$ cat src/mdc_pkg.sv
// Package for the matrix driver configuration register bank
package mdc_pkg;

    // Bus geometry
    localparam int MDC_DATA_W = 32;
    localparam int MDC_STRB_W = MDC_DATA_W / 8;

    // Byte offsets of the software-visible words
    localparam logic [4:0] MDC_OFS_CW2_LO = 5'h00;
    localparam logic [4:0] MDC_OFS_CW2_HI = 5'h04;
    localparam logic [4:0] MDC_OFS_CW3_LO = 5'h08;
    localparam logic [4:0] MDC_OFS_CW3_HI = 5'h0c;
    localparam logic [4:0] MDC_OFS_PLAN = 5'h10;

    // Bit positions inside the 48-bit words
    localparam int MDC_HI_BASE = 32;
    localparam int MDC_CW2_RED_POS = 39;
    localparam int MDC_CW2_GREEN_POS = 40;
    localparam int MDC_CW2_BLUE_POS = 41;
    localparam int MDC_CW2_SUBP_POS = 42;
    localparam int MDC_CW2_SIZE_POS = 43;
    localparam int MDC_CW2_PSAVE_POS = 47;
    localparam int MDC_CW3_RED_POS = 39;
    localparam int MDC_CW3_GREEN_POS = 42;
    localparam int MDC_CW3_BLUE_POS = 45;

    // Reset values
    localparam logic MDC_RST_NOISE = 1'b1;
    localparam logic MDC_RST_SUBP = 1'b0;
    localparam logic [2:0] MDC_RST_SIZE = 3'h7;
    localparam logic MDC_RST_PSAVE = 1'b0;
    localparam logic [2:0] MDC_RST_THRESH = 3'h0;

    // Subperiod ceiling while the limit option is on
    localparam int MDC_SUBP_LIMIT = 256;

    // AXI responses
    localparam logic [1:0] MDC_RESP_OKAY = 2'h0;
    localparam logic [1:0] MDC_RESP_SLVERR = 2'h2;

    typedef struct packed {
        logic matrix_power_save_enable;
        logic [2:0] panel_size_code;
        logic subperiod_limit_enable;
        logic blue_group_noise_select;
        logic green_group_noise_select;
        logic red_group_noise_select;
    } mdc_cw2_type;

    typedef struct packed {
        logic [2:0] blue_short_threshold;
        logic [2:0] green_short_threshold;
        logic [2:0] red_short_threshold;
    } mdc_cw3_type;

    // Decoded scan plan: devices in use, reversed ones, visiting order
    typedef struct packed {
        logic [2:0] device_count;
        logic [3:0] reverse_mask;
        logic [3:0][1:0] scan_order;
    } mdc_plan_type;

endpackage

$ cat src/mdc_config_regs.sv
// Configuration register bank with AXI4-Lite slave and scan plan decode

// Behaviour
// Bit 39 red immunity select, resets one
// Bit 40 green immunity select, resets one
// Bit 41 blue immunity select, resets one
// Bit 42 caps subperiods at 256, resets zero
// Bits 45-43 panel size code, resets 111b
// 48x48 codes 010b/011b set scan order
// 48x64 codes 100b/101b set scan order
// 64x64 codes 110b/111b set scan order
// Bit 47 power-save enable, resets zero
// Word three thresholds blue, green, red from 47
// Reserved bits read zero, writes ignored
module mdc_config_regs #(
    parameter int ADDR_W = 8,
    parameter int SUBP_W = 16
) (
    input wire logic sys_clk,
    input wire logic reset_n,
    input wire logic [ADDR_W-1:0] s_axi_awaddr,
    input wire logic s_axi_awvalid,
    output logic s_axi_awready,
    input wire logic [mdc_pkg::MDC_DATA_W-1:0] s_axi_wdata,
    input wire logic [mdc_pkg::MDC_STRB_W-1:0] s_axi_wstrb,
    input wire logic s_axi_wvalid,
    output logic s_axi_wready,
    output logic [1:0] s_axi_bresp,
    output logic s_axi_bvalid,
    input wire logic s_axi_bready,
    input wire logic [ADDR_W-1:0] s_axi_araddr,
    input wire logic s_axi_arvalid,
    output logic s_axi_arready,
    output logic [mdc_pkg::MDC_DATA_W-1:0] s_axi_rdata,
    output logic [1:0] s_axi_rresp,
    output logic s_axi_rvalid,
    input wire logic s_axi_rready,
    input wire logic [SUBP_W-1:0] subperiod_request,
    output logic [SUBP_W-1:0] subperiod_effective,
    output mdc_pkg::mdc_cw2_type cw2_fields,
    output mdc_pkg::mdc_cw3_type cw3_fields,
    output mdc_pkg::mdc_plan_type scan_plan
);
    import mdc_pkg::*;

    // Refuse geometries the decode and the clamp cannot serve
    if (ADDR_W < 6) begin : g_bad_addr
        $error("ADDR_W must be at least 6");
    end
    if (SUBP_W < 9) begin : g_bad_subp
        $error("SUBP_W must hold the value 256");
    end

    localparam logic [SUBP_W-1:0] SUBP_CAP = SUBP_W'(MDC_SUBP_LIMIT);

    // Word decode: mapped flag from byte offset, upper bits must be zero
    function automatic logic is_mapped(input logic [ADDR_W-1:0] addr);
        logic [4:0] low;
        low = addr[4:0];
        is_mapped = (addr[ADDR_W-1:5] == '0) && (low[1:0] == 2'h0)
            && (low <= MDC_OFS_PLAN);
    endfunction

    // Byte-lane merge of a 16-bit upper half
    function automatic logic [15:0] merge_hi(input logic [15:0] old,
            input logic [MDC_DATA_W-1:0] data,
            input logic [MDC_STRB_W-1:0] strb);
        merge_hi[7:0] = strb[0] ? data[7:0] : old[7:0];
        merge_hi[15:8] = strb[1] ? data[15:8] : old[15:8];
    endfunction

    // Size code to devices, reversal and scan order
    function automatic mdc_plan_type decode_plan(input logic [2:0] code);
        mdc_plan_type p;
        p = '0;
        unique case (code)
            3'h0: p.device_count = 3'h1;
            3'h1: begin
                p.device_count = 3'h2;
                p.scan_order = {2'h0, 2'h0, 2'h1, 2'h0};
            end
            3'h2: begin
                p.device_count = 3'h3;
                p.reverse_mask = 4'h4;
                p.scan_order = {2'h0, 2'h2, 2'h1, 2'h0};
            end
            3'h3: begin
                p.device_count = 3'h3;
                p.reverse_mask = 4'h4;
                p.scan_order = {2'h0, 2'h1, 2'h2, 2'h0};
            end
            3'h4: begin
                p.device_count = 3'h3;
                p.reverse_mask = 4'hc;
                p.scan_order = {2'h0, 2'h2, 2'h1, 2'h0};
            end
            3'h5: begin
                p.device_count = 3'h3;
                p.reverse_mask = 4'hc;
                p.scan_order = {2'h0, 2'h1, 2'h2, 2'h0};
            end
            3'h6: begin
                p.device_count = 3'h4;
                p.reverse_mask = 4'hc;
                p.scan_order = {2'h3, 2'h2, 2'h1, 2'h0};
            end
            3'h7: begin
                p.device_count = 3'h4;
                p.reverse_mask = 4'hc;
                p.scan_order = {2'h2, 2'h1, 2'h3, 2'h0};
            end
        endcase
        return p;
    endfunction

    // Upper halves as software sees them; unlisted bits stay zero
    function automatic logic [15:0] cw2_hi_image(input mdc_cw2_type f);
        cw2_hi_image = '0;
        cw2_hi_image[MDC_CW2_RED_POS-MDC_HI_BASE] = f.red_group_noise_select;
        cw2_hi_image[MDC_CW2_GREEN_POS-MDC_HI_BASE] =
            f.green_group_noise_select;
        cw2_hi_image[MDC_CW2_BLUE_POS-MDC_HI_BASE] = f.blue_group_noise_select;
        cw2_hi_image[MDC_CW2_SUBP_POS-MDC_HI_BASE] = f.subperiod_limit_enable;
        cw2_hi_image[MDC_CW2_SIZE_POS-MDC_HI_BASE +: 3] = f.panel_size_code;
        cw2_hi_image[MDC_CW2_PSAVE_POS-MDC_HI_BASE] =
            f.matrix_power_save_enable;
    endfunction

    function automatic logic [15:0] cw3_hi_image(input mdc_cw3_type f);
        cw3_hi_image = '0;
        cw3_hi_image[MDC_CW3_RED_POS-MDC_HI_BASE +: 3] = f.red_short_threshold;
        cw3_hi_image[MDC_CW3_GREEN_POS-MDC_HI_BASE +: 3] =
            f.green_short_threshold;
        cw3_hi_image[MDC_CW3_BLUE_POS-MDC_HI_BASE +: 3] =
            f.blue_short_threshold;
    endfunction
    logic aw_held;
    logic [ADDR_W-1:0] aw_addr;
    logic w_held;
    logic [MDC_DATA_W-1:0] w_data;
    logic [MDC_STRB_W-1:0] w_strb;
    logic do_write;
    logic [15:0] next_cw2_hi;
    logic [15:0] next_cw3_hi;
    logic [MDC_DATA_W-1:0] next_rdata;

    // Address and data may arrive in either order; each is parked alone
    assign s_axi_awready = !aw_held;
    assign s_axi_wready = !w_held;
    assign s_axi_arready = !s_axi_rvalid;
    // Wait for the previous response so only one write is ever open
    assign do_write = aw_held && w_held && !s_axi_bvalid;

    always_ff @(posedge sys_clk or negedge reset_n) begin
        if (!reset_n) begin
            aw_held <= 1'b0;
            aw_addr <= '0;
        end else if (s_axi_awvalid && s_axi_awready) begin
            aw_held <= 1'b1;
            aw_addr <= s_axi_awaddr;
        end else if (do_write) begin
            aw_held <= 1'b0;
        end
    end

    always_ff @(posedge sys_clk or negedge reset_n) begin
        if (!reset_n) begin
            w_held <= 1'b0;
            w_data <= '0;
            w_strb <= '0;
        end else if (s_axi_wvalid && s_axi_wready) begin
            w_held <= 1'b1;
            w_data <= s_axi_wdata;
            w_strb <= s_axi_wstrb;
        end else if (do_write) begin
            w_held <= 1'b0;
        end
    end

    // Write response; unmapped offsets answer SLVERR and change nothing
    always_ff @(posedge sys_clk or negedge reset_n) begin
        if (!reset_n) begin
            s_axi_bvalid <= 1'b0;
            s_axi_bresp <= MDC_RESP_OKAY;
        end else if (do_write) begin
            s_axi_bvalid <= 1'b1;
            s_axi_bresp <= is_mapped(aw_addr) ? MDC_RESP_OKAY : MDC_RESP_SLVERR;
        end else if (s_axi_bready) begin
            s_axi_bvalid <= 1'b0;
        end
    end

    // Merged images; only named fields are kept, so reserved writes vanish
    assign next_cw2_hi = merge_hi(cw2_hi_image(cw2_fields), w_data, w_strb);
    assign next_cw3_hi = merge_hi(cw3_hi_image(cw3_fields), w_data, w_strb);

    // Function control word two, upper fields
    always_ff @(posedge sys_clk or negedge reset_n) begin
        if (!reset_n) begin
            cw2_fields.red_group_noise_select <= MDC_RST_NOISE;
            cw2_fields.green_group_noise_select <= MDC_RST_NOISE;
            cw2_fields.blue_group_noise_select <= MDC_RST_NOISE;
            cw2_fields.subperiod_limit_enable <= MDC_RST_SUBP;
            cw2_fields.panel_size_code <= MDC_RST_SIZE;
            cw2_fields.matrix_power_save_enable <= MDC_RST_PSAVE;
        end else if (do_write && aw_addr == ADDR_W'(MDC_OFS_CW2_HI)) begin
            cw2_fields.red_group_noise_select <=
                next_cw2_hi[MDC_CW2_RED_POS-MDC_HI_BASE];
            cw2_fields.green_group_noise_select <=
                next_cw2_hi[MDC_CW2_GREEN_POS-MDC_HI_BASE];
            cw2_fields.blue_group_noise_select <=
                next_cw2_hi[MDC_CW2_BLUE_POS-MDC_HI_BASE];
            cw2_fields.subperiod_limit_enable <=
                next_cw2_hi[MDC_CW2_SUBP_POS-MDC_HI_BASE];
            cw2_fields.panel_size_code <=
                next_cw2_hi[MDC_CW2_SIZE_POS-MDC_HI_BASE +: 3];
            cw2_fields.matrix_power_save_enable <=
                next_cw2_hi[MDC_CW2_PSAVE_POS-MDC_HI_BASE];
        end
    end

    // Function control word three, short-detection thresholds
    always_ff @(posedge sys_clk or negedge reset_n) begin
        if (!reset_n) begin
            cw3_fields <= {3{MDC_RST_THRESH}};
        end else if (do_write && aw_addr == ADDR_W'(MDC_OFS_CW3_HI)) begin
            cw3_fields.red_short_threshold <=
                next_cw3_hi[MDC_CW3_RED_POS-MDC_HI_BASE +: 3];
            cw3_fields.green_short_threshold <=
                next_cw3_hi[MDC_CW3_GREEN_POS-MDC_HI_BASE +: 3];
            cw3_fields.blue_short_threshold <=
                next_cw3_hi[MDC_CW3_BLUE_POS-MDC_HI_BASE +: 3];
        end
    end

    // Plan follows the size code combinationally from the stored field
    assign scan_plan = decode_plan(cw2_fields.panel_size_code);

    // Ceiling is applied only while the option is on
    always_comb begin
        if (cw2_fields.subperiod_limit_enable
                && subperiod_request > SUBP_CAP) begin
            subperiod_effective = SUBP_CAP;
        end else begin
            subperiod_effective = subperiod_request;
        end
    end

    // Read mux; lower halves hold no fields here and read as zero
    always_comb begin
        next_rdata = '0;
        if (s_axi_araddr == ADDR_W'(MDC_OFS_CW2_HI)) begin
            next_rdata[15:0] = cw2_hi_image(cw2_fields);
        end else if (s_axi_araddr == ADDR_W'(MDC_OFS_CW3_HI)) begin
            next_rdata[15:0] = cw3_hi_image(cw3_fields);
        end else if (s_axi_araddr == ADDR_W'(MDC_OFS_PLAN)) begin
            next_rdata[2:0] = scan_plan.device_count;
            next_rdata[7:4] = scan_plan.reverse_mask;
            next_rdata[15:8] = scan_plan.scan_order;
            next_rdata[16] = cw2_fields.subperiod_limit_enable;
        end
    end

    // Read channel; data held from a flop until rready
    always_ff @(posedge sys_clk or negedge reset_n) begin
        if (!reset_n) begin
            s_axi_rvalid <= 1'b0;
            s_axi_rdata <= '0;
            s_axi_rresp <= MDC_RESP_OKAY;
        end else if (s_axi_arvalid && s_axi_arready) begin
            s_axi_rvalid <= 1'b1;
            s_axi_rdata <= next_rdata;
            s_axi_rresp <= is_mapped(s_axi_araddr) ? MDC_RESP_OKAY
                : MDC_RESP_SLVERR;
        end else if (s_axi_rready) begin
            s_axi_rvalid <= 1'b0;
        end
    end

    logic cw2_hi_write;
    assign cw2_hi_write = do_write && aw_addr == ADDR_W'(MDC_OFS_CW2_HI);
endmodule

$ cat config.mk
export PLATFORM = sky130hd
export DESIGN_NAME = mdc_config_regs
export DESIGN_NICKNAME = d
export VERILOG_FILES = /design/src/mdc_pkg.sv /design/src/mdc_config_regs.sv
export SDC_FILE = /design/constraint.sdc
export NUM_CORES = 1
export LEC_CHECK = 0
export BUFFER_PORTS_ARGS = -buffer_cell sky130_fd_sc_hd__buf_2
export CORE_MARGIN = 2
export CORE_UTILIZATION = 46
export CTS_BUF_LIST = sky130_fd_sc_hd__clkbuf_8
export DETAILED_ROUTE_END_ITERATION = 10
export HOLD_SLACK_MARGIN = 0.1
export PLACE_DENSITY = 0.83
export SYNTH_ARGS = -nofsm -noshare
export SYNTH_HDL_FRONTEND = slang
export SYNTH_SLANG_ARGS = --single-unit
export TNS_END_PERCENT = 30
$ cat constraint.sdc
create_clock -name sys_clk -period 2.4 [get_ports sys_clk]
set_clock_uncertainty 0.15 [all_clocks]
set_input_delay 0.24 -clock sys_clk [delete_from_list [all_inputs] [get_ports sys_clk]]
set_output_delay 0.24 -clock sys_clk [all_outputs]
set_load 0.05 [all_outputs]
=== Word level (Yosys, flattened, before mapping) ===
Index checks and enable logic that the tools add are counted.
Widths: inputs -> output; s select.

* Reduce and logical (&&, ||, !) cells: 35
* Multiplexer cells: 20
* Order comparisons: 3
* Equality and inequality tests: 12

{| class="wikitable"
|+ Operators with widths
! operator !! count
|-
| $pmux 8 s5 || 1
|-
| $mux 16 || 2
|-
| $eq 8x3->1 const B || 2
|-
| $eq 8x4->1 const B || 2
|-
| $gt 16x9->1 const B || 1
|-
| $mux 13 || 1
|-
| $eq 3x3->1 const B || 4
|-
| $logic_and 1x1->1 || 12
|-
| $mux 12 || 1
|-
| $pmux 3 s4 || 1
|-
| $le 5x5->1 const B || 2
|-
| $logic_not 3->1 || 3
|-
| $mux 1 || 9
|-
| $eq 8x5->1 const B || 1
|-
| $pmux 4 s2 || 1
|-
| $reduce_and 2->1 || 4
|-
| $reduce_bool 2->1 || 4
|-
| $reduce_or 2->1 || 4
|-
| $reduce_or 4->1 || 2
|-
| $eq 3x2->1 const B || 2
|-
| $mux 3 || 2
|-
| $logic_not 1->1 || 4
|-
| $logic_not 2->1 || 2
|-
| $mux 2 || 2
|-
| $eq 3x1->1 const B || 1
|}

* Flip-flop bits (word level): 68
* Output and inout bits: 89

=== Depth between registers and ports, before layout ===
* Word-level depth: 6
* Gate-level depth with buffers: 6
* Depth with buffers taken out: 6

=== Least setup slack after synthesis ===
OpenSTA, ideal clock, no wires.

* Path type: register -> register
* Start: reg cw2_fields[5] (netlist name)
* End: reg s_axi_rdata[1] (netlist name)
* Required time: 2178 ps
* Setup slack: -429 ps
* Arrival: 2607 ps
* Clock period less this slack: 2829 ps
* Cell stages (with the launch flop): 6
* Cells stage by stage: dfstp_2 inv_1 ha_1 inv_1 o21ai_0 a22o_1

{| class="wikitable"
|+ RTL lines
! element !! line !! text
|-
| start: declaration || mdc_config_regs.sv:40 || <nowiki>output mdc_pkg::mdc_cw2_type cw2_fields,</nowiki>
|-
| end signal: assignment || mdc_config_regs.sv:272 || <nowiki>s_axi_rdata <= next_rdata;</nowiki>
|-
| end: declaration || mdc_config_regs.sv:34 || <nowiki>output logic [mdc_pkg::MDC_DATA_W-1:0] s_axi_rdata,</nowiki>
|}

==> run metrics <==
status=finished, final reports clean; fin crit period=2348 ps; crit share post-route=0.9782; dominant cells by area after synthesis=dfrtp_1 (44%), mux2_2 (13%), buf_4 (6.5%); CTS Buffer Depth=2; via count=roughly 2400; Final Max Slew Viols=0; post-synthesis mux area share=0.1403; RSZ-0062 raised after global routing=no; All-Layer GR Usage=0.2014; Setup WS pre-CTS=267.8 ps; clock latency on the worst-skew pair=310 ps; clock-pin slew on the worst setup and hold paths=100 ps; Post-Syn Area=2872 sq um; vias in the first global route=about 2400; sequential fraction of the synthesis area=0.4906; Initial Util=0.4793; Iteration-0 DRC Markers=71; Syn Inst Count=258; max_cap viols=0; Synth area leader=dfrtp_1; final core utilization=0.6456; # fillers=just under 500; Die ar.=approximately 6900 sq um; gr ovfl total=0; FF+latch area=1416 sq um; Power, Total=0.003382 W; syn_area_per_cell=11.13 sq um; core area=5991 sq um; number of synthesized flops with an enable pin=0; area of the multi-input gates=1311 sq um; HP Class=primary input to flop; most common cell in the netlist=dfrtp_1; largest family of logic cells by synthesized area=simple AND/OR/NAND/NOR gates; H-tree depth=2; fin area=3867 sq um; largest stage delay on the critical path=690 ps; crit path max-delay cell type=dfstp_4; Worst slew margin=0.5712; Arrival @ worst endpoint=1960 ps; Crit. End Element=output pin; Num CTS Buffers=5; Synth Register Bits=56; Synth cell types=42; Residual DRC=0; Setup crit start kind=flop; worst path cell trace=inv_4, ha_4, or2_4, o211ai_1, buf_4; delay-heaviest family, CP=flip-flops; initial antenna violation count=0; XOR/XNOR Fraction of Synth Area=0.003050; Pwr Density=874.4 nW/um^2; layout cell share with drive strength beyond 1=0.4442; highest ir drop seen on vdd=between 0.6 and 0.7 mV; Routed Antenna Nets=0; TritonCTS clock tree=done; critical path fanouts, max=8; f_max=between 0.4 and 0.5 GHz; RD Place Congestion=0.8265; Post-DP HPWL=approximately 5000 um; setup violators final=0; Final Hold Viols=0; nets@finish=approximately 480; Clock Sink Count=56; area grow syn2layout=34.68%; number of diodes=0; Adder-Cell Fraction of Synth Area=0.02179; largest net degree at the start of global routing=31; Placement Cell Area=3503 sq um; Buf+Inv Stages, Crit Path=2; Synth Area in Compound Gates=0.1002; Async S/R FF share, synth=1.000; Die Wd=~83 um; Simple-Gate Fraction of Synth Area=0.1547; WS Path Type=flop to output pin; first-pass GRT wire length=11370 um; worst endpoint required time=2010 ps; dominant synthesized flop cell=dfrtp_1; drt first pass iters=4; clk root buf=clkbuf_8; Synth top area share=0.4357; I/O pins=164; Pleak=1.959 nW; port buffer count=~110; vias per cell=5.056; Least-Margin Pin Slew=~640 ps; num rows=28; Routed WL per cell=14.37 um; Worst Slack Setup Final=52.27 ps; final wirelength=a little under 7000 um; Post-synth top cells=dfrtp_1 (50), mux2_2 (34), buf_4 (25); Warnings, synthesis=0; die height=approximately 83 um
-- layout make-up --
type                            count  area share
Clock buffer                        5     0.01779
Clock inverter                      3     0.01100
Inverter                            9     0.01003
Multi-Input combinational cell    183      0.3390
Sequential cell                    56      0.3662
Tap cell                           75     0.02426
Timing Repair Buffer              147      0.2316
-- report_power, final --
part           switching, W  internal (W)  leakage [nW]  total [W]
logic              0.000871      0.000463          1.20    0.00133
registers          0.000232       0.00120         0.702    0.00143
clock network      0.000308      0.000309        0.0541   0.000617
total               0.00141       0.00197          1.96    0.00338
-- cells in the final DEF, fill, tap and decap left out, drive strengths merged, types with 8 or more instances in the layout --
cell / count
dfrtp: 50
nand2: 18
o21ai: 16
nor2b: 13
inv: 9
and2: 8
dlygate4sd3: 25
mux2: 34
buf: 122
conb: 24
-- timing repair --
action,4_1_cts,5_1_grt
endpoints found under the setup margin,1,1
hold endpoints to repair,47,0
setup buffers,0,0
hold buffers,25,0
gates resized for setup,1,0
pin swaps,0,1
-- sequential cells by signal, summed over array words and instances, names as in the netlist --
| name | flops |
|---|---|
| aw_addr | 8 |
| aw_held | 1 |
| cw2_fields | 8 |
| cw3_fields | 9 |
| s_axi_bresp | 1 |
| s_axi_bvalid | 1 |
| s_axi_rdata | 14 |
| s_axi_rresp | 1 |
| s_axi_rvalid | 1 |
| w_data | 9 |
| w_held | 1 |
| w_strb | 2 |
-- stage by stage --
stage / setup TNS [ps] / hold WS (ps) / instances
detailed placement: 0 / 154.6 / 445
global route: 0 / 180.3 / 478
finish: 0 / 174.1 / 478
CTS: 0 / 170.9 / 478
global placement: 0 / 140.1 / 445
floorplan: -431.8 / -205.6 / 281
-- routing by layer --
metal / vias up / track usage / part of all wire
li1: 1141 / - / -
met1: 1163 / 0.2318 / 0.41
met2: 102 / 0.3688 / 0.52
met3: 11 / 0.04274 / 0.060
met4: 0 / 0.06855 / 0.016
met5: - / 0 / 0
-- worst register-to-register path, delay by kind of cell, from the launching register on --
family | cells | cell delay (ps)
DFF | 1 | 390
and+or+nand+nor | 3 | 1210
muxes | 1 | 290
-- kinds of logic after synthesis --
logic type               after synthesis
multiplexers                          36
AO/OA/AOI/OAI                         43
adder cells (fa/ha/maj)                5
buffers and inverters                 42
flip-flops                            56
XOR/XNOR                               1
AND/OR/NAND/NOR                       74
other                                  1
-- final timing paths --
path / startpoint / endpoint / slack (ps) / cells after the start
setup reg to reg: aw_addr[6] / cw3_fields[0] / 260 / 4
setup / recovery: cw2_fields[5] / scan_plan[2] / 50 / 5
hold reg to reg: s_axi_rdata[13] / s_axi_rdata[13] / 350 / 2
max in group asynchronous: reset_n / cw2_fields[5] / 1120 / 3
hold / removal: s_axi_araddr[2] / s_axi_rresp[1] / 170 / 3
min in group asynchronous: reset_n / w_data[8] / 330 / 2
(Power assumes the default switching activity.)
